`config.mk`:
```
export PLATFORM = sky130hd
export DESIGN_NAME = validated_digital_output
export DESIGN_NICKNAME = d
export VERILOG_FILES = /design/src/logic/dov_pkg.sv /design/src/logic/sample_if.sv /design/src/logic/pin_sampler.sv /design/src/logic/validated_digital_output.sv
export SDC_FILE = /design/constraint.sdc
export NUM_CORES = 1
export LEC_CHECK = 0
export ABC_AREA = 1
export BUFFER_PORTS_ARGS = -buffer_cell sky130_fd_sc_hd__buf_2
export CAP_MARGIN = 20
export CORE_MARGIN = 2
export CORE_UTILIZATION = 48
export DETAILED_ROUTE_END_ITERATION = 8
export PLACE_DENSITY = 0.76
export SYNTH_ARGS = -nofsm -noshare
export SYNTH_HDL_FRONTEND = slang
export SYNTH_SLANG_ARGS = --single-unit
```
`constraint.sdc`:
```
create_clock -name hclk -period 2.15 [get_ports hclk]
set_clock_uncertainty 0.2 [all_clocks]
set_input_delay 0.645 -clock hclk [delete_from_list [all_inputs] [get_ports hclk]]
set_output_delay 0.645 -clock hclk [all_outputs]
set_load 0.005 [all_outputs]
```
`src/logic/dov_pkg.sv`:
```
`default_nettype none
package dov_pkg;
   // ****************************************************************
   // Timing
   // ****************************************************************
   localparam int unsigned CLK_MHZ = 100;
   localparam int unsigned EXEC_NS = 1000;
   localparam int unsigned EXEC_CYCLES = EXEC_NS * CLK_MHZ / 1000;
   localparam int unsigned TICK_W = 7;
   // ****************************************************************
   // Bus
   // ****************************************************************
   localparam int unsigned DATA_W = 32;
   localparam int unsigned OFS_W = 8;
   localparam logic [1:0] HTRANS_IDLE = 2'h0;
   localparam logic [2:0] HSIZE_WORD = 3'h2;
   localparam logic HRESP_OKAY = 1'h0;
   localparam logic [OFS_W-1:0] CTRL_OFS = 8'h00;
   localparam logic [OFS_W-1:0] CFG_OFS = 8'h04;
   localparam logic [OFS_W-1:0] OUT_ADDR_OFS = 8'h08;
   localparam logic [OFS_W-1:0] FB_ADDR_OFS = 8'h0c;
   localparam logic [OFS_W-1:0] STAT_OFS = 8'h10;
   // ****************************************************************
   // Register fields
   // ****************************************************************
   localparam int unsigned CTRL_W = 5;
   localparam int unsigned CTRL_CMD = 0;
   localparam int unsigned CTRL_RESTART = 1;
   localparam int unsigned CTRL_INHIBIT = 2;
   localparam int unsigned CTRL_RESTART_USED = 3;
   localparam int unsigned CTRL_INHIBIT_USED = 4;
   localparam logic [CTRL_W-1:0] CTRL_RST = 5'h00;
   localparam int unsigned CFG_W = 7;
   localparam int unsigned CFG_OUT_INV = 0;
   localparam int unsigned CFG_FB_INV = 1;
   localparam int unsigned CFG_FS_LO = 2;
   localparam int unsigned CFG_SAFETY = 4;
   localparam int unsigned CFG_TYPE_LO = 5;
   localparam logic [CFG_W-1:0] CFG_RST = 7'h00;
   localparam int unsigned ADDR_W = 14;
   localparam int unsigned RACK_LO = 0;
   localparam int unsigned MOD_LO = 4;
   localparam int unsigned CHAN_LO = 8;
   localparam logic [ADDR_W-1:0] ADDR_RST = 14'h0111;
   localparam logic [2:0] RACK_MIN = 3'h1;
   localparam logic [2:0] RACK_MAX = 3'h5;
   localparam logic [3:0] MOD_MIN = 4'h1;
   localparam logic [3:0] MOD_MAX = 4'hc;
   localparam logic [5:0] CHAN_MIN = 6'h01;
   localparam logic [5:0] CHAN_MAX = 6'h20;
   localparam int unsigned ST_W = 5;
   localparam int unsigned ST_OUT = 0;
   localparam int unsigned ST_OUT_FAULT = 1;
   localparam int unsigned ST_FB_FAULT = 2;
   localparam int unsigned ST_MISMATCH = 3;
   localparam int unsigned ST_FB_VAL = 4;
   localparam logic [1:0] FS_CODE_OFF = 2'h0;
   localparam logic [1:0] FS_CODE_ON = 2'h1;
   localparam logic [1:0] FS_CODE_HOLD = 2'h2;
   localparam logic [1:0] TYPE_DC32 = 2'h0;
   localparam logic [1:0] TYPE_DC16 = 2'h1;
   localparam logic [1:0] TYPE_AC = 2'h2;
   localparam logic [1:0] TYPE_RELAY = 2'h3;

   typedef enum logic [1:0] {FS_OFF, FS_ON, FS_HOLD} failsafe_e;

   function automatic failsafe_e fs_decode(input logic [1:0] raw);
      unique case (raw)
         FS_CODE_OFF: fs_decode = FS_OFF;
         FS_CODE_ON: fs_decode = FS_ON;
         FS_CODE_HOLD: fs_decode = FS_HOLD;
         default: fs_decode = FS_OFF;
      endcase
   endfunction : fs_decode

   function automatic logic [5:0] chan_limit(input logic [1:0] kind);
      unique case (kind)
         TYPE_DC32: chan_limit = 6'h20;
         TYPE_DC16: chan_limit = 6'h10;
         TYPE_AC: chan_limit = 6'h08;
         TYPE_RELAY: chan_limit = 6'h04;
      endcase
   endfunction : chan_limit

   function automatic logic addr_ok(input logic [ADDR_W-1:0] a,
                                    input logic [5:0] lim);
      logic [2:0] rack;
      logic [3:0] mdl;
      logic [5:0] chan;
      rack = a[RACK_LO +: 3];
      mdl = a[MOD_LO +: 4];
      chan = a[CHAN_LO +: 6];
      addr_ok = (rack >= RACK_MIN) && (rack <= RACK_MAX) &&
                (mdl >= MOD_MIN) && (mdl <= MOD_MAX) &&
                (chan >= CHAN_MIN) && (chan <= lim);
   endfunction : addr_ok
endpackage : dov_pkg
`default_nettype wire

```
`src/logic/sample_if.sv`:
```
`timescale 1ns/1ns
`default_nettype none
interface sample_if;
   logic tick;
   logic feedback_level;
   logic do_error;
   logic di_error;
   modport producer (output tick, output feedback_level,
                     output do_error, output di_error);
   modport consumer (input tick, input feedback_level,
                     input do_error, input di_error);
endinterface : sample_if
`default_nettype wire

```
`src/logic/pin_sampler.sv`:
```
`timescale 1ns/1ns
`default_nettype none
module pin_sampler (
   input wire logic hclk,
   input wire logic hresetn,
   input wire logic output_module_error,
   input wire logic feedback_module_error,
   input wire logic feedback_pin,
   sample_if.producer smp
);
   import dov_pkg::*;

   // ****************************************************************
   // Pin synchronisers
   // ****************************************************************
   logic [2:0] sync_a;
   logic [2:0] sync_b;
   logic [TICK_W-1:0] cnt;
   logic tick;

   always_ff @(posedge hclk or negedge hresetn) begin
      if (!hresetn) begin
         sync_a <= 3'h0;
         sync_b <= 3'h0;
      end else begin
         sync_a <= {feedback_pin, feedback_module_error,
                    output_module_error};
         sync_b <= sync_a;
      end
   end

   // ****************************************************************
   // Execution cycle divider
   // ****************************************************************
   // One tick per controller cycle; all channel state moves on it
   always_ff @(posedge hclk or negedge hresetn) begin
      if (!hresetn) begin
         cnt <= '0;
         tick <= 1'b0;
      end else if (cnt == TICK_W'(EXEC_CYCLES - 1)) begin
         cnt <= '0;
         tick <= 1'b1;
      end else begin
         cnt <= cnt + 1'b1;
         tick <= 1'b0;
      end
   end

   assign smp.tick = tick;
   assign smp.do_error = sync_b[0];
   assign smp.di_error = sync_b[1];
   assign smp.feedback_level = sync_b[2];
endmodule : pin_sampler
`default_nettype wire

```
`src/logic/validated_digital_output.sv`:
```
// Decided for this implementation: the register offsets and the AHB-Lite interface to the registers.
`timescale 1ns/1ns
`default_nettype none
module validated_digital_output (
   input wire logic hclk,
   input wire logic hresetn,
   input wire logic hsel,
   input wire logic [dov_pkg::DATA_W-1:0] haddr,
   input wire logic [1:0] htrans,
   input wire logic hwrite,
   input wire logic [2:0] hsize,
   input wire logic [dov_pkg::DATA_W-1:0] hwdata,
   input wire logic hready,
   output logic hreadyout,
   output logic hresp,
   output logic [dov_pkg::DATA_W-1:0] hrdata,
   input wire logic output_module_error,
   input wire logic feedback_module_error,
   input wire logic feedback_pin,
   output logic output_pin,
   output logic output_module_fault,
   output logic feedback_module_fault,
   output logic readback_mismatch
);
   import dov_pkg::*;

   // ****************************************************************
   // Declarations
   // ****************************************************************
   sample_if smp ();

   logic wr_pending;
   logic [OFS_W-1:0] wr_ofs;
   logic addr_phase;
   logic wr_now;
   logic [CTRL_W-1:0] ctrl;
   logic [CFG_W-1:0] cfg;
   logic [ADDR_W-1:0] out_addr;
   logic [ADDR_W-1:0] fb_addr;
   logic [CTRL_W-1:0] next_ctrl;
   logic [CFG_W-1:0] next_cfg;
   logic [ADDR_W-1:0] next_out_addr;
   logic [ADDR_W-1:0] next_fb_addr;
   logic [DATA_W-1:0] rd_word;
   logic [ST_W-1:0] status;
   logic restart_prev;
   logic inhibit_on;
   logic restart_used;
   logic restart_rise;
   logic commanded;
   logic fb_value;
   logic fb_val;
   logic next_fault;
   logic next_out;
   logic next_mismatch;
   failsafe_e fs_mode;

   pin_sampler u_sampler (
      .hclk(hclk),
      .hresetn(hresetn),
      .output_module_error(output_module_error),
      .feedback_module_error(feedback_module_error),
      .feedback_pin(feedback_pin),
      .smp(smp.producer)
   );

   // ****************************************************************
   // Bus slave
   // ****************************************************************
   assign addr_phase = hsel && hready && (htrans[1] != HTRANS_IDLE[1]);
   assign wr_now = wr_pending && hready;

   always_ff @(posedge hclk or negedge hresetn) begin
      if (!hresetn) begin
         wr_pending <= 1'b0;
         wr_ofs <= '0;
      end else if (hready) begin
         wr_pending <= addr_phase && hwrite && (hsize == HSIZE_WORD);
         wr_ofs <= haddr[OFS_W-1:0];
      end
   end

   // Stalls only from reset until the first clock after it, never errors
   always_ff @(posedge hclk or negedge hresetn) begin
      if (!hresetn) begin
         hreadyout <= 1'b0;
         hresp <= HRESP_OKAY;
      end else begin
         hreadyout <= 1'b1;
         hresp <= HRESP_OKAY;
      end
   end

   // Out-of-range addresses are refused whole, so stored ones stay legal
   always_comb begin
      next_ctrl = ctrl;
      next_cfg = cfg;
      next_out_addr = out_addr;
      next_fb_addr = fb_addr;
      if (wr_now) begin
         unique case (wr_ofs)
            CTRL_OFS: next_ctrl = hwdata[CTRL_W-1:0];
            CFG_OFS: next_cfg = hwdata[CFG_W-1:0];
            OUT_ADDR_OFS: begin
               if (addr_ok(hwdata[ADDR_W-1:0],
                           chan_limit(cfg[CFG_TYPE_LO +: 2]))) begin
                  next_out_addr = hwdata[ADDR_W-1:0];
               end
            end
            FB_ADDR_OFS: begin
               if (addr_ok(hwdata[ADDR_W-1:0], CHAN_MAX)) begin
                  next_fb_addr = hwdata[ADDR_W-1:0];
               end
            end
            default: begin
            end
         endcase
      end
   end

   always_ff @(posedge hclk or negedge hresetn) begin
      if (!hresetn) begin
         ctrl <= CTRL_RST;
         cfg <= CFG_RST;
         out_addr <= ADDR_RST;
         fb_addr <= ADDR_RST;
      end else begin
         ctrl <= next_ctrl;
         cfg <= next_cfg;
         out_addr <= next_out_addr;
         fb_addr <= next_fb_addr;
      end
   end

   // Reads see a write still in its data phase
   assign status = {fb_val, readback_mismatch, feedback_module_fault,
                    output_module_fault, output_pin};

   always_comb begin
      rd_word = '0;
      unique case (haddr[OFS_W-1:0])
         CTRL_OFS: rd_word[CTRL_W-1:0] = next_ctrl;
         CFG_OFS: rd_word[CFG_W-1:0] = next_cfg;
         OUT_ADDR_OFS: rd_word[ADDR_W-1:0] = next_out_addr;
         FB_ADDR_OFS: rd_word[ADDR_W-1:0] = next_fb_addr;
         STAT_OFS: rd_word[ST_W-1:0] = status;
         default: rd_word = '0;
      endcase
   end

   always_ff @(posedge hclk or negedge hresetn) begin
      if (!hresetn) begin
         hrdata <= '0;
      end else if (addr_phase && !hwrite) begin
         hrdata <= rd_word;
      end
   end

   // ****************************************************************
   // Channel control
   // ****************************************************************
   assign inhibit_on = ctrl[CTRL_INHIBIT_USED] && ctrl[CTRL_INHIBIT];
   assign restart_used = ctrl[CTRL_RESTART_USED];
   assign restart_rise = restart_used && !inhibit_on &&
                         ctrl[CTRL_RESTART] && !restart_prev;
   assign commanded = ctrl[CTRL_CMD] ^ cfg[CFG_OUT_INV];
   assign fb_value = smp.feedback_level ^ cfg[CFG_FB_INV];
   assign fs_mode = cfg[CFG_SAFETY] ? FS_OFF
                                    : fs_decode(cfg[CFG_FS_LO +: 2]);

   // Restart level sampled once per execution cycle
   always_ff @(posedge hclk or negedge hresetn) begin
      if (!hresetn) begin
         restart_prev <= 1'b0;
      end else if (smp.tick) begin
         restart_prev <= ctrl[CTRL_RESTART];
      end
   end

   // Error wins over a release arriving in the same cycle
   always_comb begin
      if (smp.do_error) begin
         next_fault = 1'b1;
      end else if (restart_used) begin
         next_fault = output_module_fault && !restart_rise;
      end else begin
         next_fault = 1'b0;
      end
   end

   always_comb begin
      if (inhibit_on) begin
         next_out = 1'b0;
      end else if (next_fault) begin
         unique case (fs_mode)
            FS_OFF: next_out = 1'b0;
            FS_ON: next_out = 1'b1;
            FS_HOLD: next_out = output_pin;
         endcase
      end else begin
         next_out = commanded;
      end
   end

   // Feedback error hides mismatch; inhibit freezes it
   always_comb begin
      if (smp.di_error) begin
         next_mismatch = 1'b0;
      end else if (inhibit_on) begin
         next_mismatch = readback_mismatch;
      end else begin
         next_mismatch = fb_value != output_pin;
      end
   end

   always_ff @(posedge hclk or negedge hresetn) begin
      if (!hresetn) begin
         output_module_fault <= 1'b0;
         output_pin <= 1'b0;
      end else if (smp.tick) begin
         output_module_fault <= next_fault;
         output_pin <= next_out;
      end
   end

   always_ff @(posedge hclk or negedge hresetn) begin
      if (!hresetn) begin
         feedback_module_fault <= 1'b0;
         readback_mismatch <= 1'b0;
         fb_val <= 1'b0;
      end else if (smp.tick) begin
         feedback_module_fault <= smp.di_error;
         readback_mismatch <= next_mismatch;
         fb_val <= fb_value;
      end
   end
endmodule : validated_digital_output
`default_nettype wire

```
; ---- After elaboration in Yosys (flattened, before gate mapping)
; Index checks and enable logic that the tools add are counted.
[op_classes]
reduce_logical = 27
n_eq_ne = 19
bitwise = 2
n_mux = 27
n_lt_le_gt_ge = 7
addsub = 1
[ops]
columns = op, n
row1 = $mux 14, 6
row2 = $eq 8x4->1 const B, 4
row3 = $pmux 5 s5, 1
row4 = $pmux 6 s4, 1
row5 = $mux 7, 3
row6 = $logic_and 1x1->1, 17
row7 = $eq 8x3->1 const B, 2
row8 = $logic_not 8->1, 2
row9 = $pmux 7 s2, 1
row10 = $mux 6, 2
row11 = $mux 5, 2
row12 = $eq 2x2->1 const B, 4
row13 = $eq 8x5->1 const B, 1
row14 = $add 7x1->7 const B, 1
row15 = $eq 7x7->1 const B, 1
row16 = $mux 1, 7
row17 = $eq 2x1->1 const B, 3
row18 = $ge 6x1->1 const B, 1
row19 = $le 6x6->1, 1
row20 = $le 6x6->1 const B, 1
row21 = $pmux 2 s3, 1
row22 = $ge 4x1->1 const B, 1
row23 = $le 4x4->1 const B, 1
row24 = $logic_not 1->1, 4
row25 = 12 further kinds, 15
[word_totals]
output_inout_bits = 38
reg_bits = 84

; ---- Longest topological paths before layout
; Gate-level depths: netlist of run 1.
[depth]
depth_word = 11
mapped_depth = 16
ltp_nobuf = 15

; ---- Modules after synthesis
; From an unflattened synthesis of run 1, not the netlist that was laid out.
[unflattened]
hier_cells = 571
hier_area_um2 = 4485.6
[modules_own_cells]
columns = module, seq_area_each_um2, area_per_inst_um2, cells_per_inst, instances
row1 = validated_digital_output, 1759.2, 3948.8, 522, 1
row2 = pin_sampler, 350.3, 536.8, 49, 1

; ---- Worst setup path after synthesis of run 1
; No wires, ideal clock.
[synth_path]
kind = input port to flip-flop
from = in hwdata[13] (netlist bit)
to = reg hrdata[4] (netlist bit)
slack_ps = -85
cell_stages = 12
t_arrival_ps = 1919
cell_sequence = ha_1 > nand2_1 > inv_1 > nand2_1 > nand2_1 > nand2_1 > clkbuf_1 > nand4_1 > nand3_1 > nand3_1 > nand2_1 > nand2_1
[synth_between]
elab_chain_cells = 7
word_cells_on_any_way = 13
classes_between = order compare (3) / mux (7) / reduce/logical (3)
[synth_rtl]
columns = item, line
row1 = from (decl), validated_digital_output.sv:12  ; input wire logic [dov_pkg::DATA_W-1:0] hwdata,
row2 = $ge 6x1->1, dov_pkg.sv:95  ; (chan >= CHAN_MIN) && (chan <= lim);
row3 = $logic_and 1x1->1, dov_pkg.sv:94  ; (mdl >= MOD_MIN) && (mdl <= MOD_MAX) &&
row4 = $logic_and 1x1->1, dov_pkg.sv:95
row5 = "$mux 14, on equally long branches", "validated_digital_output.sv:111, validated_digital_output.sv:105"
row6 = $mux 14, validated_digital_output.sv:101  ; unique case (wr_ofs)
row7 = $mux 14, validated_digital_output.sv:100  ; if (wr_now) begin
row8 = $pmux 5 s5 (*), validated_digital_output.sv:141  ; unique case (haddr[OFS_W-1:0])
row9 = to (signal assigned), validated_digital_output.sv:155  ; hrdata <= rd_word;
row10 = to (decl), validated_digital_output.sv:16  ; output logic [dov_pkg::DATA_W-1:0] hrdata,
; Mark *: on every way between the ends. The rest lies on a longest branch, timed or not.
; A chain may end at the register's enable or synchronous reset.

; ---- Final worst setup path of run 1
[layout_path]
from = reg cfg[6]
to = reg hrdata[0] (netlist bit)
[layout_between]
elab_chain_cells = 10
word_cells_on_any_way = 13
classes_between = order compare (1) / eq/ne (3) / mux (7) / reduce/logical (2)
[layout_rtl]
columns = item, line
row1 = from (decl), validated_digital_output.sv:37  ; logic [CFG_W-1:0] cfg;
row2 = from (signal assigned), validated_digital_output.sv:129  ; cfg <= next_cfg;
row3 = $eq 2x2->1 (tied with other cells), dov_pkg.sv:77  ; unique case (kind)
row4 = $pmux 6 s4 (*), dov_pkg.sv:77
row5 = $mux 6 (*), validated_digital_output.sv:101
row6 = $mux 6 (*), validated_digital_output.sv:100
row7 = $le 6x6->1 (*), dov_pkg.sv:95
row8 = $logic_and 1x1->1 (*), dov_pkg.sv:95
row9 = $mux 14 (*), validated_digital_output.sv:105  ; if (addr_ok(hwdata[ADDR_W-1:0],
row10 = $mux 14 (*), validated_digital_output.sv:101
row11 = $mux 14 (*), validated_digital_output.sv:100
row12 = $pmux 5 s5 (*), validated_digital_output.sv:141
; Mark *: on every way between the ends. The rest lies on a longest branch, timed or not. The select of a mux whose other input is x is not followed.

==> results of run 1 <==
cells in the mapped netlist, drive strengths merged (4+ instances only):
cell / number
nand2: 146
inv: 89
dfrtp: 78
nand3: 66
nor2: 37
buf: 29
and2: 26
nand4: 17
o21ai: 16
o211ai: 8
o21a: 8
a21oi: 6
dfstp: 6
ha: 5
nor3: 5
clkbuf: 4
worst max path at each step:
stage	start	to	slack, ns
2_1_floorplan	hwdata[13]	hrdata[4]	0.02
3_3_place_gp	hwdata[9]	hrdata[12]	-0.22
3_5_place_dp	hwdata[9]	hrdata[12]	-0.29
4_1_cts	cfg[6]	hrdata[12]	0.001
5_1_grt	cfg[6]	hrdata[11]	-0.05
6_report	cfg[6]	hrdata[0]	0.02
layout by cell type (no fill, tap or decap), drive strengths merged, types with 8 or more instances in the layout:
cell type,netlist,routed
dfrtp,78,78
clkbuf,4,9
nor2,37,37
inv,89,93
o21a,8,8
nand4,17,17
nand2,146,146
o21ai,16,16
nand3,66,66
o211ai,8,8
and2,26,26
conb,2,20
buf,29,96
cells by family (layout without fill, tap and decap cells):
logic type,Yosys count,count (layout),share of synthesized area
AO/OA/AOI/OAI,41,41,0.05693
adder cells (fa/ha/maj),5,5,0.01402
flip-flops,84,84,0.4728
AND/OR/NAND/NOR,302,302,0.3172
other,2,20,0.001683
buffers and inverters,123,202,0.1276
XOR/XNOR,5,5,0.009817
registers in the layout (all words and copies together) (netlist names), 5 cells and up:
| register | cells |
|---|---|
| wr_ofs | 8 |
| ctrl | 5 |
| cfg | 7 |
| fb_addr | 14 |
| out_addr | 14 |
| u_sampler.cnt | 7 |
| hrdata | 14 |
worst max-delay path, delay by kind of cell, from the launching register on:
kind | cells | cell delay [ns]
DFF | 1 | 0.43
and+or+nand+nor | 11 | 0.85
buffers and inverters | 3 | 0.28
adders and majority gates | 1 | 0.27
metal layers:
metal	up-vias	wire length, um	global-route usage
met5	-	0	0
met4	0	310	0.09168
met3	25	483	0.05014
met2	116	5210	0.3727
met1	1853	4388	0.2586
li1	1916	-	-
area by class of cell:
type                       count  area share
sequential                    84      0.3863
multi-input combinational    373      0.3631
timing repair buffer          96      0.1173
inverter                      90     0.06186
tap                          111     0.02543
clock inverter                 7     0.02337
clock buffer                   9     0.02268
what timing repair did:
action                     CTS  global route
gates cloned                 0             1
buffers inserted             0             2
pin swaps                    0            14
resized for setup            1            32
setup endpoints to repair    2            15
where the power goes:
| group | internal, mW | switching, mW |
|---|---|---|
| clock | 0.792 | 0.613 |
| sequential | 1.60 | 0.0130 |
| combinational | 0.0981 | 0.180 |
per-stage QoR:
step | instances | setup TNS (ns) | setup slack, ns
6_report | 770 | 0 | 0.02434
5_1_grt | 770 | -0.4503 | -0.05381
4_1_cts | 767 | 0 | 0.001408
3_5_place_dp | 751 | -4.568 | -0.2885
3_3_place_gp | 751 | -3.251 | -0.2217
2_1_floorplan | 580 | 0 | 0.01650
==> results, run 1 <==
- The run finished with clean final reports.
- The startpoint identified for the worst register-to-register timing path is cfg[6].
- From synthesis to final layout, the design area changed by 22.41%.
- The maximum vdd ir drop is 401.2 uV.
- In this run the mean area of a mapped cell was 7.939 um2.
- The clock tree from TritonCTS is done.
- The area of combinational cells with multiple inputs is 0.001983 mm2.
- The critical path data required time is 2.21 ns.
- The ratio of total power to cell area is 604.3 mW/mm2.
- For this block, the initial DRC count from the detailed router was 207.
- In the global route stage, overall resource usage came out at 0.2160.
- The number of global-route vias before repair came to 3875.
- The final routed wirelength across all metal layers is 10.39 mm.
- The width of the die is 100.4 um.
- In this run the deepest clock path goes through 2 buffers.
- The peak per-stage delay on the critical path is 0.43 ns.
- The arrival time at the worst endpoint is 2.18 ns.
- The register clock-pin slew on the reported worst setup and hold paths is 0.09 ns.
- The post-route fraction of the period consumed by the critical path is 0.9887.
- The final critical-path required period is 2.126 ns.
- CTS placed an instance of clkbuf_8 at the clock tree root.
- The worst register-to-register path ends at hrdata[0].
- The number of placed I/O pins is 115.
- The iteration count of the initial detailed-routing pass is 4.
- The total die area is 0.01008 mm2.
- The combined area of all synthesized cells is 0.004462 mm2.
- The worst register-to-register path has a depth of 15.
- Across the whole layout, storage elements account for 0.002110 mm2.
- With fillers left out, the area of the finished cells amounts to 0.005461 mm2.
- The number of flops mapped to enable cells by yosys is 0.
- STA classifies the critical path endpoint as a register.
- At the pin with the least slew margin, the transition time is 0.7788 ns.
- The congestion estimate from routability-driven global placement came to 0.8543.
- The antenna cell count is 0.
- The final layout contains 736 nets.
- The layout has 815 filler cells.
- The chip height is 100.4 um.
- The post-synthesis cell type count is 37.
- The clock latency reported for the late side of the worst-skew pair is 0.36 ns.
- The count of final max-slew check failures came to 0.
- The via count normalized by instance count is 5.078.
- Setup repair after global routing could not meet its margin everywhere.
- After detailed routing, the average wire length per cell comes to 13.50 um.
- For this run, design rule violations remaining after detail routing come to 0.
- The final number of hold-violating endpoints was 0.
- Synthesis produced 562 cells.
- The worst hold slack is 0.03305 ns.
- The max capacitance violation total is 0.
- The worst setup path is launched from a register.
- The synthesis warning total is 0.
- Clock tree synthesis inserted a total of 9 buffers.
- Of the cells placed in the final design, the portion with a size suffix greater than 1 is 0.2382.
- The signal on the critical path passes through inv_2, nand2_2, ha_4, nand2_1, inv_1, nand2_1, nand2_1, nand2_2, nand3_4, buf_6, nand2_1, nand3_2, nand3_2, nand2_1, nand2_1.
- The total overflow left after global routing is 0.
- The first global-routing pass estimated 17.16 mm of wire.
- The most used flip-flop cell after synthesis is dfrtp_1.
- For flop-to-flop paths, the worst setup slack is 0.02 ns.
- For this design, the slowest cell found on the critical path is dfrtp_1.
- The detailed placement HPWL is 7.504 mm.
- The number of clock sinks is 84.
- Measured against its own limit, the worst slew margin works out to 0.4760.
- Summed over all cells, the static leakage comes to 2.914 nW.
- The total power is 3.300 mW.
- The synthesized design contains 84 register bits.
- The maximum achievable frequency is 470.4 MHz.
- The number of H-tree levels is 3.
- The core region is 0.009109 mm2.
- Once layout is complete, the utilization of the core stands at 0.5996.
- dfrtp_1 takes more of the synthesized area than any other cell.
- The starting density of the core is 0.4898.
- The sequential cell area fraction in the yosys report is 0.4728.
- The number of vias in the routed layout is 3910.
- The standard-cell row count is 35.
- The critical path start-end classification is register to register.
- Yosys attributes the largest share of cell area to dfrtp_1, nand2_1, nand3_1.
- After clock tree synthesis, the flow added hold-fix buffers numbering 0.
- Setup violations remaining at the end of the flow were counted as 0.
- The number of antenna violations at the first check in global routing is 0.
- Of all nets on the critical path, the largest fanout is 4.
- In this run the remaining antenna-violating nets after routing total 0.
- The path class of the tightest hold or removal check is input port to asynchronous set/reset pin.
- The maximum number of pins on one net before global-route repair is 36.
- The fraction of registers with async set/reset is 1.000.
- In this run the tool buffered the top-level ports with 52 buffer cells.
- The share of synthesized area in the top cell type comes to 0.4375.
- The placed cell area is 0.005032 mm2.
- The cell with the most instances on the worst path is nand2_1.
(Power assumes the default switching activity.)
==> inputs of run 2 (changes only) <==
ABC_AREA = default   (was 1)
CORE_UTILIZATION = 47   (was 48)
CTS_CLUSTER_DIAMETER = 30   (was default)
==> run 2 against run 1 <==
Net effect:
- global-route usage down 0.72 points
- critical endpoint is now hrdata[6]
- die area shrank 8.1%
- utilization rose by 3.0 points
- the flow now finishes with violations (negative setup slack)
- register-to-register slack lost 0.34 ns
==> results, run 2 <==
- The run finished, with violations left.
- The final reports fail on negative setup slack.
- The arrival time at the worst endpoint came to 2.50 ns (+0.32 ns).
- The placed cell area is 0.004627 mm2 (-8.1%).
- The average size of a mapped cell is 11.37 um2 (+43%).
- The ratio of total power to cell area is 565.7 mW/mm2 (-6.4%).
- By area the synthesized netlist is led by dfrtp_1, mux2_2, dfstp_2.
- The chip height came to 96.28 um (-4.1%).
- The critical path is of the register to register type.
- The fraction of registers with async set/reset was 1.000 (unchanged).
- The total power is 2.928 mW (-11%).
- The number of antenna violations at the first check in global routing is 0 (unchanged).
- The fraction of the mapped netlist area in compound gates is 0.1163 (+0.05936).
- The critical path data required time was 2.18 ns (-0.03 ns).
- Setup repair after global routing could not meet its margin everywhere.
- The starting density of the core is 0.4871 (-0.002702).
- The area of the core is 0.008217 mm2 (-9.8%).
- The depth of the most critical reg-to-reg path was 9 (-6).
- The post-synthesis cell type count is 48 (+30%).
- The final routed DRC violation total is 0 (unchanged).
- The worst hold slack is 0.1540 ns (+0.1210 ns).
- The antenna cell count is 0 (unchanged).
- The number of H-tree levels is 3 (unchanged).
- The utilization after layout is 0.6300 (+0.03038).
- The number of flops mapped to enable cells by yosys is 0 (unchanged).
- The count of buffers from port buffering is 52 (unchanged).
- In the final layout, the registers with the most flip-flops are fb_addr: 14 flops, hrdata: 14 flops, out_addr: 14 flops.
- The type of destination of the critical path is a register.
- The global-route usage over all layers is 0.2087 (-0.007234).
- The detailed placement HPWL is 6.450 mm (-14%).
- The slew at the pin closest to its max-slew limit is 0.5975 ns (-0.1812 ns).
- The maximum achievable frequency is 405.3 MHz (-14%).
- The post-route cell area is 0.005176 mm2 (-5.2%).
- The maximum number of pins on one net before global-route repair is 44 (+22%).
- The number of clock sinks is 84 (unchanged).
- The maximum vdd ir drop is 460.2 uV (+15%).
- The path with the worst hold slack has its endpoint at u_sampler.sync_b[0].
- The final cell count without fillers is 558 (-28%).
- The tightest min-delay check is of the register to register type.
- The post-synthesis sequential element count came to 84 (unchanged).
- The register clock-pin slew on the reported worst setup and hold paths came to 0.09 ns (about the same).
- The destination of the worst register-to-register timing path is hrdata[6].
- In this run the most critical hold path is launched from u_sampler.sync_a[0].
- The number of vias in the routed layout is 2979 (-24%).
- The share of layout cells above drive strength 1 is 0.4305 (+0.1922).
- The combined area of all synthesized cells came to 0.004003 mm2 (-10%).
- The number of placed instances with taps included was 536 (-29%).
- The max capacitance violation total is 0 (unchanged).
- The deepest clock path buffer count came to 2 (unchanged).
- The final routed wirelength across all metal layers is 9.285 mm (-11%).
- The overflow left after global routing came to 0 (unchanged).
- The final setup violation count is 33 (+33).
- After synthesis, the largest family of logic cells by area is simple AND/OR/NAND/NOR gates.
- The placement-stage worst setup slack is -0.6137 ns (-0.3251 ns).
- The count of final max-slew check failures is 0 (unchanged).
- The root buffer selected by CTS is clkbuf_8.
- In this run the critical register-to-register path is launched from cfg[5].
- The synthesis warning total is 0 (unchanged).
- The via count normalized by instance count is 5.339 (+5.1%).
- The post-route fraction of the period consumed by the critical path is 1.147 (+0.1588).
- In the synthesized netlist, the cells that appear most often are dfrtp_1, mux2_2, buf_4, nand2_1, inv_1.
- The wire length per cell after detailed routing was 16.64 um (+23%).
- The synthesized netlist cell count came to 352 (-37%).
- The width of the die was 96.28 um (-4.1%).
- The wire length of the first global-routing pass is 14.34 mm (-16%).
- The number of placed I/O pins is 115 (unchanged).
- The final critical-path setup slack is -0.3170 ns (-0.3414 ns).
- The library cells used most frequently in the layout, excluding fill and tap cells, are dfrtp_1, buf_2, buf_4, mux2_2, conb_1.
- The number of global-route vias before repair is 3017 (-22%).
- The leakage power is 2.530 nW (-13%).
- Yosys instantiated no cell more often than dfrtp_1.
- The iteration count of the initial detailed-routing pass is 4 (unchanged).
- The adder-cell share of the synthesized area is 0.01563 (+0.001609).
- The setup slack on the worst flop-to-flop path is -0.32 ns (-0.34 ns).
- The remaining number of nets flagged by the antenna check after routing is 0 (unchanged).
- The total die area is 0.009270 mm2 (-8.1%).
- The area growth from synthesis to layout is 29.32%.
- The post-synthesis xor/xnor area fraction is 0.01751 (+0.007691).
- The final number of hold-violating endpoints is 0 (unchanged).
- The main flop type after synthesis is dfrtp_1.
- The mux contribution to synthesized area is 0.1050 (+0.1050).
- The setup TNS after final layout is -4.986 ns (-4.986 ns).
- The sequential cell area fraction in the yosys report is 0.5270 (+0.05424).
- The fraction of synthesized cell area taken by the top area cell type is 0.4877 (+0.05019).
- The number of design-rule violations left by the first detailed-router iteration came to 83 (-60%).
- The fraction of the mapped netlist area in simple logic gates was 0.1544 (-0.1627).
- The last weighted congestion value of the routability-driven placer was 0.8427 (-1.4%).
- The number of nets in the finished design is 530 (-28%).
- The number of filler cells placed in the layout is 652 (-20%).
- The relative slew slack is 0.5980 (+0.1219).
- The clock latency reported for the late side of the worst-skew pair is 0.36 ns (about the same).
- The clock tree from TritonCTS is done.
- The largest fanout on the critical path is 3 (-1).
- The number of buffers inserted during clock tree synthesis was 9 (unchanged).
- STA classifies the critical path startpoint as a register.
- The standard-cell row count is 33 (-5.7%).
- The final critical-path required period is 2.467 ns (+0.3414 ns).
- The cell depth of the worst hold path is 0.
- The largest total area in the synthesized netlist belongs to dfrtp_1.
- The most common cell after layout, fill and taps aside is dfrtp_1.
[run 2: cell count changes after synthesis, sizes merged, moves of 8 or more]
cell,delta
a21boi,+12
and2,-23
and3,+13
buf,-8
inv,-73
mux2,+26
mux2i,+12
nand2,-126
nand2b,+9
nand3,-59
nand4,-16
nor2,-27
o21a,-8
or2,+13
[run 2: metal layers]
metal	up-vias	track usage	share of wire
met2	67	0.3681	0.51
met3	17	0.05325	0.040
li1	1413	-	-
met4	0	0.07381	0.017
met5	-	0	0
met1	1482	0.2453	0.43
[run 2: cell families (layout without fill, tap and decap cells)]
kind of cell	Yosys count	count (layout)
simple gates	103	103
flops	84	84
xor+xnor	8	8
compound gates	66	66
other cells	2	20
fa+ha+maj	5	5
mux	38	38
buf+inv	46	129
[run 2: how the worst max path moves through the flow]
stage                     from         to  cells past startpoint
finish                  cfg[5]  hrdata[6]                      9
global route            cfg[6]  hrdata[6]                     10
CTS                     cfg[5]  hrdata[6]                      8
detailed placement  hwdata[12]  hrdata[6]                      7
global placement    hwdata[12]  hrdata[5]                      7
floorplan           hwdata[12]  hrdata[5]                      6
[run 2: power breakdown]
| part | switching (mW) | leakage, nW | total [mW] | internal [mW] |
|---|---|---|---|---|
| Clock | 0.597 | 0.0974 | 1.06 | 0.462 |
| Combinational | 0.136 | 1.33 | 0.245 | 0.109 |
| Sequential | 0.0199 | 1.10 | 1.62 | 1.60 |
[run 2: what timing repair did]
action | 4_1_cts | 5_1_grt
gates cloned | 1 | 0
hold buffers | 1 | 0
resized for setup | 53 | 13
setup endpoints to repair | 37 | 40
endpoints found under the hold margin | 11 | 0
setup buffers | 4 | 2
pin swaps | 36 | 8
[run 2: worst max-delay path: stages (launching register included)]
cell and delay, ns:
dfrtp_1 0.40, or2_4 0.26, ha_4 0.28, inv_1 0.05, o22ai_2 0.16, nor3_2 0.06
o21ai_2 0.18, buf_6 0.14, mux2_4 0.31, a221o_1 0.31
[run 2: final cells by class]
class	count	area [um2]	share of cell area
sequential	84	2110	0.4075
multi-input combinational	240	1996	0.3855
timing repair buffer	97	696.9	0.1346
clock buffer	10	137.6	0.02659
tap	105	131.4	0.02538
inverter	16	60.06	0.01160
clock inverter	6	45.04	0.008702
